## src/logic/sorc_map.vh

```
// register offsets, field positions and reset values of the output and
// reference configuration bank; assumes an 8-bit address, 8-bit data port.
// Notes on behaviour
// - A 4-bit monitor source field at bits 7:4 of 0x20 resets to 1 and picks the monitor pin signal while monitoring is on.
// - Source codes 1 to 7 route lock detect, pump up, pump down, halved reference, halved feedback, oscillator test and a reserved low.
// - Codes 9 and 10 route the halved calibration reference band and halved calibration feedback band signals.
// - Code 0 floats the pin only while monitoring is off, and code 8 drives the pin high.
// - Bit 3 of 0x20 resets to 0; at 0 the pin carries serial read data, at 1 the selected monitor signal.
// - Bit 2 of 0x20 resets to 1 and selects 3.3 V logic when 1 and 1.8 V logic when 0.
// - Bit 6 of 0x22 resets to 0 and selects a differential reference input when 1.
// - Bit 5 of 0x22 resets to 0 and enables the reference doubler when 1.
// - Bit 4 of 0x22 resets to 0 and enables the reference halving stage when 1.
// - Bit 1 of 0x23 resets to 0 and selects software-written filter coefficients when 1.
// - In 0x24 bits 6:4 reset to 0 pick the output divide ratio and bit 7 resets to 1 feeds back the fundamental.
// - Bit 5 of 0x25 resets to 0 and makes the divider field double buffered when 1.
// - Bits 4 and 3 of 0x25 reset to 0 and turn on the quadrupler and doubler paths.
// - Bit 2 of 0x25 resets to 1 and enables the main differential output pair.
// - Bits 1:0 of 0x25 reset to 3 and select output power from -4 to 5 dBm.
`ifndef SORC_MAP_VH
`define SORC_MAP_VH
`define SORC_ADDR_MON 8'h20
`define SORC_ADDR_REF 8'h22
`define SORC_ADDR_TRK 8'h23
`define SORC_ADDR_FB 8'h24
`define SORC_ADDR_OUT 8'h25
`define SORC_MASK_MON 8'hfc
`define SORC_MASK_REF 8'h70
`define SORC_MASK_TRK 8'h32
`define SORC_MASK_FB 8'hf0
`define SORC_MASK_OUT 8'hbf
`define SORC_RST_MON 8'h14
`define SORC_RST_REF 8'h00
`define SORC_RST_TRK 8'h00
`define SORC_RST_FB 8'h80
`define SORC_RST_OUT 8'h07
`define SORC_RST_DIV 3'h0
`define SORC_SRC_HIZ 4'h0
`define SORC_SRC_LOCK 4'h1
`define SORC_SRC_CPUP 4'h2
`define SORC_SRC_CPDN 4'h3
`define SORC_SRC_RDIV 4'h4
`define SORC_SRC_NDIV 4'h5
`define SORC_SRC_TEST 4'h6
`define SORC_SRC_RSVD 4'h7
`define SORC_SRC_HIGH 4'h8
`define SORC_SRC_CALR 4'h9
`define SORC_SRC_CALN 4'ha
`define SORC_MON_SRC_HI 7
`define SORC_MON_SRC_LO 4
`define SORC_BIT_MON_EN 3
`define SORC_BIT_LEVEL 2
`define SORC_BIT_REF_MODE 6
`define SORC_BIT_REF_DBL 5
`define SORC_BIT_REF_HALF 4
`define SORC_BIT_COEF 1
`define SORC_BIT_FB_SRC 7
`define SORC_DIV_HI 6
`define SORC_DIV_LO 4
`define SORC_BIT_SHADOW 5
`define SORC_BIT_QUAD 4
`define SORC_BIT_DBL 3
`define SORC_BIT_MAIN 2
`define SORC_PWR_HI 1
`define SORC_PWR_LO 0
`endif

```

## src/logic/sorc_regs.v

```verilog
// configuration bank for monitor pin, reference path, feedback and output
// stage; assumes a decoded serial interface delivering byte writes/reads
// synchronous to mclk, and internal monitor signals synchronous as well.
`include "sorc_map.vh"
module sorc_regs (
  input wire mclk,
  input wire rst,
  input wire wr_en,
  input wire rd_en,
  input wire [7:0] addr,
  input wire [7:0] wdata,
  output reg [7:0] rdata,
  output reg rd_hit,
  input wire spi_read_data,
  input wire buffered_update,
  input wire lock_detect,
  input wire pump_up,
  input wire pump_down,
  input wire ref_div_out,
  input wire fb_div_out,
  input wire osc_test,
  input wire cal_ref_band,
  input wire cal_fb_band,
  output reg monitor_pin_out,
  output reg monitor_pin_oe,
  output reg monitor_logic_level_select,
  output reg reference_input_mode,
  output reg reference_doubler_enable,
  output reg reference_halve_enable,
  output reg filter_coef_manual,
  output reg feedback_source_select,
  output reg [2:0] output_divider_select,
  output reg divider_shadow_enable,
  output reg quadrupler_path_enable,
  output reg doubler_path_enable,
  output reg main_output_enable,
  output reg [1:0] output_power_level
);
  reg [7:0] mon_q;
  reg [7:0] ref_q;
  reg [7:0] trk_q;
  reg [7:0] fb_q;
  reg [7:0] out_q;
  reg [2:0] div_q;
  reg sel_d;
  reg mon_d;
  reg oe_d;
  reg [7:0] rdata_d;
  wire rdiv_half;
  wire ndiv_half;
  wire calr_half;
  wire caln_half;
  wire [3:0] src;
  wire mon_en;
  wire level_sel;
  wire ref_mode;
  wire ref_dbl;
  wire ref_half;
  wire coef_manual;
  wire fb_src;
  wire [2:0] div_field;
  wire shadow_on;
  wire quad_on;
  wire dbl_on;
  wire main_on;
  wire [1:0] power_code;
  wire wr_mon;
  wire wr_ref;
  wire wr_trk;
  wire wr_fb;
  wire wr_out;

  // field views of the stored registers
  assign src = mon_q[`SORC_MON_SRC_HI:`SORC_MON_SRC_LO];
  assign mon_en = mon_q[`SORC_BIT_MON_EN];
  assign level_sel = mon_q[`SORC_BIT_LEVEL];
  assign ref_mode = ref_q[`SORC_BIT_REF_MODE];
  assign ref_dbl = ref_q[`SORC_BIT_REF_DBL];
  assign ref_half = ref_q[`SORC_BIT_REF_HALF];
  assign coef_manual = trk_q[`SORC_BIT_COEF];
  assign fb_src = fb_q[`SORC_BIT_FB_SRC];
  assign div_field = fb_q[`SORC_DIV_HI:`SORC_DIV_LO];
  assign shadow_on = out_q[`SORC_BIT_SHADOW];
  assign quad_on = out_q[`SORC_BIT_QUAD];
  assign dbl_on = out_q[`SORC_BIT_DBL];
  assign main_on = out_q[`SORC_BIT_MAIN];
  assign power_code = out_q[`SORC_PWR_HI:`SORC_PWR_LO];

  // one write strobe per mapped byte; other addresses are dropped
  assign wr_mon = wr_en && (addr == `SORC_ADDR_MON);
  assign wr_ref = wr_en && (addr == `SORC_ADDR_REF);
  assign wr_trk = wr_en && (addr == `SORC_ADDR_TRK);
  assign wr_fb = wr_en && (addr == `SORC_ADDR_FB);
  assign wr_out = wr_en && (addr == `SORC_ADDR_OUT);

  // each register keeps only its writable bits, so reserved bits read 0
  // monitor pin control
  always @(posedge mclk) begin
    if (rst) begin
      mon_q <= `SORC_RST_MON;
    end else if (wr_mon) begin
      mon_q <= wdata & `SORC_MASK_MON;
    end
  end

  // reference input
  always @(posedge mclk) begin
    if (rst) begin
      ref_q <= `SORC_RST_REF;
    end else if (wr_ref) begin
      ref_q <= wdata & `SORC_MASK_REF;
    end
  end

  // tracking filter
  always @(posedge mclk) begin
    if (rst) begin
      trk_q <= `SORC_RST_TRK;
    end else if (wr_trk) begin
      trk_q <= wdata & `SORC_MASK_TRK;
    end
  end

  // feedback source and divider field
  always @(posedge mclk) begin
    if (rst) begin
      fb_q <= `SORC_RST_FB;
    end else if (wr_fb) begin
      fb_q <= wdata & `SORC_MASK_FB;
    end
  end

  // output stage
  always @(posedge mclk) begin
    if (rst) begin
      out_q <= `SORC_RST_OUT;
    end else if (wr_out) begin
      out_q <= wdata & `SORC_MASK_OUT;
    end
  end

  // applied divider: follows the field directly, or, with the shadow on,
  // only at the update event so a half-written ratio never reaches the
  // output divider
  always @(posedge mclk) begin
    if (rst) begin
      div_q <= `SORC_RST_DIV;
    end else if (!shadow_on) begin
      if (wr_fb) begin
        div_q <= wdata[`SORC_DIV_HI:`SORC_DIV_LO];
      end else begin
        div_q <= div_field;
      end
    end else if (buffered_update) begin
      div_q <= div_field;
    end
  end

  // halved copies of the divider and calibration signals for the pin
  sorc_halver u_rdiv_half (
    .mclk(mclk),
    .rst(rst),
    .sig_in(ref_div_out),
    .half_q(rdiv_half)
  );

  sorc_halver u_ndiv_half (
    .mclk(mclk),
    .rst(rst),
    .sig_in(fb_div_out),
    .half_q(ndiv_half)
  );

  sorc_halver u_calr_half (
    .mclk(mclk),
    .rst(rst),
    .sig_in(cal_ref_band),
    .half_q(calr_half)
  );

  sorc_halver u_caln_half (
    .mclk(mclk),
    .rst(rst),
    .sig_in(cal_fb_band),
    .half_q(caln_half)
  );

  // source multiplexer for the monitor function
  always @* begin
    sel_d = 1'b0;
    case (src)
      `SORC_SRC_LOCK: sel_d = lock_detect;
      `SORC_SRC_CPUP: sel_d = pump_up;
      `SORC_SRC_CPDN: sel_d = pump_down;
      `SORC_SRC_RDIV: sel_d = rdiv_half;
      `SORC_SRC_NDIV: sel_d = ndiv_half;
      `SORC_SRC_TEST: sel_d = osc_test;
      `SORC_SRC_HIGH: sel_d = 1'b1;
      `SORC_SRC_CALR: sel_d = calr_half;
      `SORC_SRC_CALN: sel_d = caln_half;
      default: sel_d = 1'b0;
    endcase
  end

  // with the monitor function off the pin returns serial read data; only
  // then may code 0 release it
  always @* begin
    mon_d = sel_d;
    oe_d = 1'b1;
    if (!mon_en) begin
      mon_d = spi_read_data;
      oe_d = (src != `SORC_SRC_HIZ);
    end
  end

  always @* begin
    case (addr)
      `SORC_ADDR_MON: rdata_d = mon_q;
      `SORC_ADDR_REF: rdata_d = ref_q;
      `SORC_ADDR_TRK: rdata_d = trk_q;
      `SORC_ADDR_FB: rdata_d = fb_q;
      `SORC_ADDR_OUT: rdata_d = out_q;
      default: rdata_d = 8'h00;
    endcase
  end

  // read port: data stands for the one cycle after the request
  always @(posedge mclk) begin
    if (rst) begin
      rdata <= 8'h00;
      rd_hit <= 1'b0;
    end else begin
      rdata <= rd_en ? rdata_d : 8'h00;
      rd_hit <= rd_en;
    end
  end

  // monitor pin, registered so it changes only on mclk
  always @(posedge mclk) begin
    if (rst) begin
      monitor_pin_out <= 1'b0;
      monitor_pin_oe <= 1'b1;
    end else begin
      monitor_pin_out <= mon_d;
      monitor_pin_oe <= oe_d;
    end
  end

  // configuration levels, one cycle behind their registers
  always @(posedge mclk) begin
    if (rst) begin
      monitor_logic_level_select <= 1'b1;
      reference_input_mode <= 1'b0;
      reference_doubler_enable <= 1'b0;
      reference_halve_enable <= 1'b0;
      filter_coef_manual <= 1'b0;
      feedback_source_select <= 1'b1;
      output_divider_select <= `SORC_RST_DIV;
      divider_shadow_enable <= 1'b0;
      quadrupler_path_enable <= 1'b0;
      doubler_path_enable <= 1'b0;
      main_output_enable <= 1'b1;
      output_power_level <= 2'h3;
    end else begin
      monitor_logic_level_select <= level_sel;
      reference_input_mode <= ref_mode;
      reference_doubler_enable <= ref_dbl;
      reference_halve_enable <= ref_half;
      filter_coef_manual <= coef_manual;
      feedback_source_select <= fb_src;
      output_divider_select <= div_q;
      divider_shadow_enable <= shadow_on;
      quadrupler_path_enable <= quad_on;
      doubler_path_enable <= dbl_on;
      main_output_enable <= main_on;
      output_power_level <= power_code;
    end
  end
endmodule

// divides a synchronous input by two: toggles on each rising edge;
// the edge memory resets low like the idle input, so no false edge
module sorc_halver (
  input wire mclk,
  input wire rst,
  input wire sig_in,
  output reg half_q
);
  reg prev_q;

  always @(posedge mclk) begin
    if (rst) begin
      prev_q <= 1'b0;
      half_q <= 1'b0;
    end else begin
      prev_q <= sig_in;
      if (sig_in && !prev_q) begin
        half_q <= !half_q;
      end
    end
  end
endmodule

```

## config.mk

```make
export PLATFORM = sky130hd
export DESIGN_NAME = sorc_regs
export DESIGN_NICKNAME = d
export VERILOG_FILES = /design/src/logic/sorc_regs.v
export VERILOG_INCLUDE_DIRS = /design/src /design/src/logic
export SDC_FILE = /design/constraint.sdc
export NUM_CORES = 1
export LEC_CHECK = 0
export ABC_AREA = 1
export BUFFER_PORTS_ARGS = -buffer_cell sky130_fd_sc_hd__buf_4
export CAP_MARGIN = 20
export CORE_ASPECT_RATIO = 0.75
export CORE_MARGIN = 2
export CORE_UTILIZATION = 35
export CTS_CLUSTER_SIZE = 10
export DETAILED_ROUTE_END_ITERATION = 10
export PLACE_DENSITY = 0.64
export SYNTH_ARGS = -nofsm -noshare
export SYNTH_HDL_FRONTEND = slang
export SYNTH_SLANG_ARGS = --single-unit
```

## constraint.sdc

```tcl
create_clock -name mclk -period 1.4 [get_ports mclk]
set_input_delay 0.42 -clock mclk [delete_from_list [all_inputs] [get_ports mclk]]
set_output_delay 0.42 -clock mclk [all_outputs]
set_load 0.02 [all_outputs]
```

After elaboration in Yosys (flattened, before gate mapping):

Index checks and enable logic that the tools add are counted.

* register bits: 60
* input port bits: 30
* logic and storage cells: 72

* equal/unequal tests: 15
* mux-type cells: 6
* bitwise operators: 1
* reduce and logical (&&, ||, !) cells: 20

Operators by type and width (count)
* equality test 8 x 6 -> 1 bit (second input constant): 5
* one-hot mux 8 bit (5 select lines): 1
* equality test 4 x 3 -> 1 bit (second input constant): 3
* equality test 4 bit (second input constant): 3
* logical AND 1 bit: 9
* two-way mux 3 bit: 3
* one-hot mux 1 bit (9 select lines): 1
* equality test 4 x 2 -> 1 bit (second input constant): 2
* zero test 1 bit: 8
* equality test 4 x 1 -> 1 bit (second input constant): 1
* nonzero test 4 bit: 1
* OR reduction 2 bit: 2
* inequality test 2 bit (second input constant): 1
* two-way mux 1 bit: 1
* inverter 1 bit: 1

Depth between registers and ports, before layout:

* word-level depth: 4
* mapped depth: 9
* gate-level depth less buffers: 8

Hierarchy:

Synthesis repeated with hierarchy kept, for this count alone.

* cell total of the unflattened synthesis: 315
* area total of the unflattened synthesis: 2413.6 sq um

By module, submodules not included
* sorc_regs: instances 1, cells an instance 275, area each 2123.3 sq um, seq. area each 1041.0 sq um
* sorc_halver: instances 4, cells an instance 10, area each 72.6 sq um, seq. area each 40.0 sq um

Worst setup path after synthesis:

Ideal clock, no wire load.

* path kind: input -> register
* start point: in addr[4]
* end point: reg out_q[5]
* setup time: 122 ps
* arrival time: 1110 ps
* required time: 1278 ps
* slack: 168 ps
* stages on the path: 7
* path buffers: 1
* cells stage by stage: inv_1 > nand2_2 > nor2_8 > nand3_1 > buf_2 > o21ai_1 > a21oi_1

* cells in the longest elaborated chain, start to end: 2

RTL lines
* from (decl): line sorc_regs.v:10 `input wire [7:0] addr,`
* equality test 8 x 6 -> 1 bit
* logical AND 1 bit: line sorc_regs.v:94 `` assign wr_out = wr_en && (addr == `SORC_ADDR_OUT); ``
* to (signal assigned): line sorc_regs.v:136 `` out_q <= `SORC_RST_OUT; ``
* to (signal assigned): line sorc_regs.v:138 `` out_q <= wdata & `SORC_MASK_OUT; ``
* to (decl): line sorc_regs.v:43 `reg [7:0] out_q;`

Every way passes these cells.
A chain may end at the register's enable or synchronous reset.

Worst setup path after layout:

* start point: reg doubler_path_enable
* end point: out doubler_path_enable

RTL lines
* from (decl): line sorc_regs.v:35 `output reg doubler_path_enable,`
* from (signal assigned): line sorc_regs.v:274 `doubler_path_enable <= dbl_on;`

No word-level cell between the ends.

==> impl_metrics.yaml <==
clock_network:
  clk_pin_slew_ps: 60
  cts_setup_buffers: 0
  cts_tree: "yes"
  root_buffer: "clkbuf_8"
  clk_path_buf_depth: 2
  clock_latency_ps: 340
  cts_inserted_buffers: 9
  cts-htree-levels: 3
  clock-sinks: 60
  hold_buffers: 0
  cts_resized: 0
synthesis:
  syn_inst: 312
  async_flop_share: 0
  seq_area_frac_synth: 0.502
  syn-cell-area_sq_um: 2390
  ys_top_cells_by_area: "dfxtp_1 50%, nand3_1 7.5%, nand2_1 7.4%"
  syn_nets: 342
  synth_edf_count: 0
  post-synth-top-area-cell: "dfxtp_1"
  synth-seq-cells: 60
  synth_area_per_cell_sq_um: 7.67
  yosysWarningCount: 0
  synth_ff_type: "dfxtp_1"
  synth_top_area_frac: 0.502
  yosysUniqueCellTypes: 27
global_routing:
  grt_pass1_vias: 2035
  grt_pass1_wl_mm: 9.44
  grt_max_degree: 29
  track_usage: 0.165
  grt-ovfl-total: 0
  antenna_found_initial: 0
place:
  place_congestion: 0.835
  dpl.hpwl_mm: 4.26
  io_buffer_count: 55
  pre_cts_ws_ps: -80.7
setup_path:
  path_cells: "buf_4"
  cp_num_buf_inv: 1
  crit_type: "flip-flop to output port"
  r2r_cells: 8
  startpoint_type: "flip-flop"
  end_kind: "output port"
  cp.required_ps: 980
  arrival_ps: 810
  critPathSlowestCell: "dfxtp_1"
  slowest_delay_ps: 330
  cp_max_fo: 1
  cp_top_family: "flip-flops"
  crit_cells: 1
timing:
  finalSetupViolCount: 0
  slew_viol_final: 0
  hold_violations: 0
  maxSlewHeadroom: 0.792
  worst_slack_ps: 169
  fin_crit_ps: 1230
  fmax_ghz: 0.812
  fin_crit_sh: 0.879
  worstMarginPinSlew_ps: 312
  setup_tns_ps: 0
  finClkSkew_ps: 5.07
  rsz0062_at_grt: "no"
routing:
  routed_via_density: 4.60
  wl_per_cell_um: 12.0
  vias: 2201
  route.detailed.drc: 0
  dr.first_iter.drc_count: 105
  ant_nets: 0
  drt-total-wl_mm: 5.72
  first_pass_iters: 4
floorplan:
  io_pins: 56
  coreArea_sq_um: 6700
  start_util: 0.357
  dieArea_sq_um: 7520
  die_w_um: 99.5
  die_y_um: 75.6
  row_count: 26
pwr:
  p_clk_frac: 0.443
  leakagePower_nw: 1.49
  seq_power_share: 0.489
  p_int_mw: 2.75
  power.switching_mw: 0.804
  p_sw_frac: 0.226
  powerDensity_nw_per_um2: 1100
  irDropWorstVdd_v: 0.000593
  comb_power_share: 0.068
finish:
  syn2layout_area_growth_pct: 35.5
  antenna_cells: 0
  fin_nets: 419
  drive_gt1_frac: 0.297
flow_run:
  maxCapViolations: 0
min_path:
  worstHoldPathCells: 3
  hold_class: "input port to flip-flop"
run_status:
  status: "completed"
## placed cells by master, fill, tap and decap left out, types with 5 or more instances in the layout
cell and n:
nand4_1 5, buf_4 74, o21ai_0 17, dfxtp_1 60, inv_1 36, nor2_1 43
nand3_1 36, nand2_1 47, clkbuf_8 11, nand2_2 7, a21oi_1 22
## power by group through the flow
stage / combinational (mW) / clock (mW) / sequential (mW)
after global placement: 0.238 / 0 / 1.78
after global routing: 0.268 / 1.69 / 1.74
after floorplan: 0.108 / 0 / 1.78
after detailed placement: 0.242 / 0 / 1.78
after CTS: 0.243 / 1.62 / 1.74
final: 0.242 / 1.57 / 1.74
## routing by layer
metal	GRT usage	up-vias	wire length (um)
met1	0.221	981	2860
met3	0.0560	8	350
met4	0.0548	0	75
li1	-	1155	-
met5	0	-	0
met2	0.255	57	2430
## sequential cells by signal (all words and copies together), names as in the netlist, 2 cells and up
| register | flops |
|---|---|
| div_q | 3 |
| output_divider_select | 3 |
| mon_q | 6 |
| output_power_level | 2 |
| fb_q | 4 |
| rdata | 8 |
| ref_q | 3 |
| trk_q | 3 |
| out_q | 7 |
## worst paths after layout
| kind | from | end | slack [ps] |
|---|---|---|---|
| setup / recovery | doubler_path_enable$_SDFF_PP0_ | doubler_path_enable | 170 |
| setup reg to reg | mon_q[4]$_SDFFE_PP1P_ | monitor_pin_out$_SDFF_PP0_ | 250 |
| hold reg to reg | div_q[2]$_SDFFE_PP0P_ | output_divider_select[2]$_SDFF_PP0_ | 420 |
| hold / removal | spi_read_data | monitor_pin_out$_SDFF_PP0_ | 300 |
## per-stage QoR
step | power, mW | hold WS (ps) | cells | utilization | area [sq um]
final | 3.55 | 299 | 478 | 0.484 | 3240
after global routing | 3.70 | 298 | 478 | 0.484 | 3240
after CTS | 3.60 | 285 | 478 | 0.484 | 3240
after detailed placement | 2.02 | 412 | 462 | 0.454 | 3040
after global placement | 2.01 | 413 | 462 | 0.454 | 3040
after floorplan | 1.89 | 400 | 312 | - | 2390
## logic make-up after synthesis
group / share of synthesized area
compound gates: 0.110
buf+inv: 0.0852
simple gates: 0.303
flops: 0.502
## synthesized netlist by cell type, types with 2 or more instances
| cell | n |
|---|---|
| dfxtp_1 | 60 |
| nand2_1 | 47 |
| nor2_1 | 43 |
| inv_1 | 36 |
| nand3_1 | 36 |
| a21oi_1 | 22 |
| o21ai_0 | 17 |
| nand2_2 | 7 |
| nand4_1 | 5 |
| buf_2 | 4 |
| inv_2 | 4 |
| nor2_4 | 4 |
| o21ai_1 | 4 |
| or2_2 | 4 |
| a22oi_1 | 3 |
| clkbuf_1 | 3 |
| a21oi_2 | 2 |
| nor2_2 | 2 |
## cell type report
| type | count | area (sq um) |
|---|---|---|
| flip-flops and latches | 60 | 1200 |
| clock buffers | 12 | 155 |
| fillers | 672 | 3460 |
| inverters | 40 | 150 |
| well taps | 84 | 105 |
| repair buffers | 76 | 596 |
| multi-input cells | 202 | 987 |
| clock inverters | 4 | 47.5 |
(Power assumes the default switching activity.)
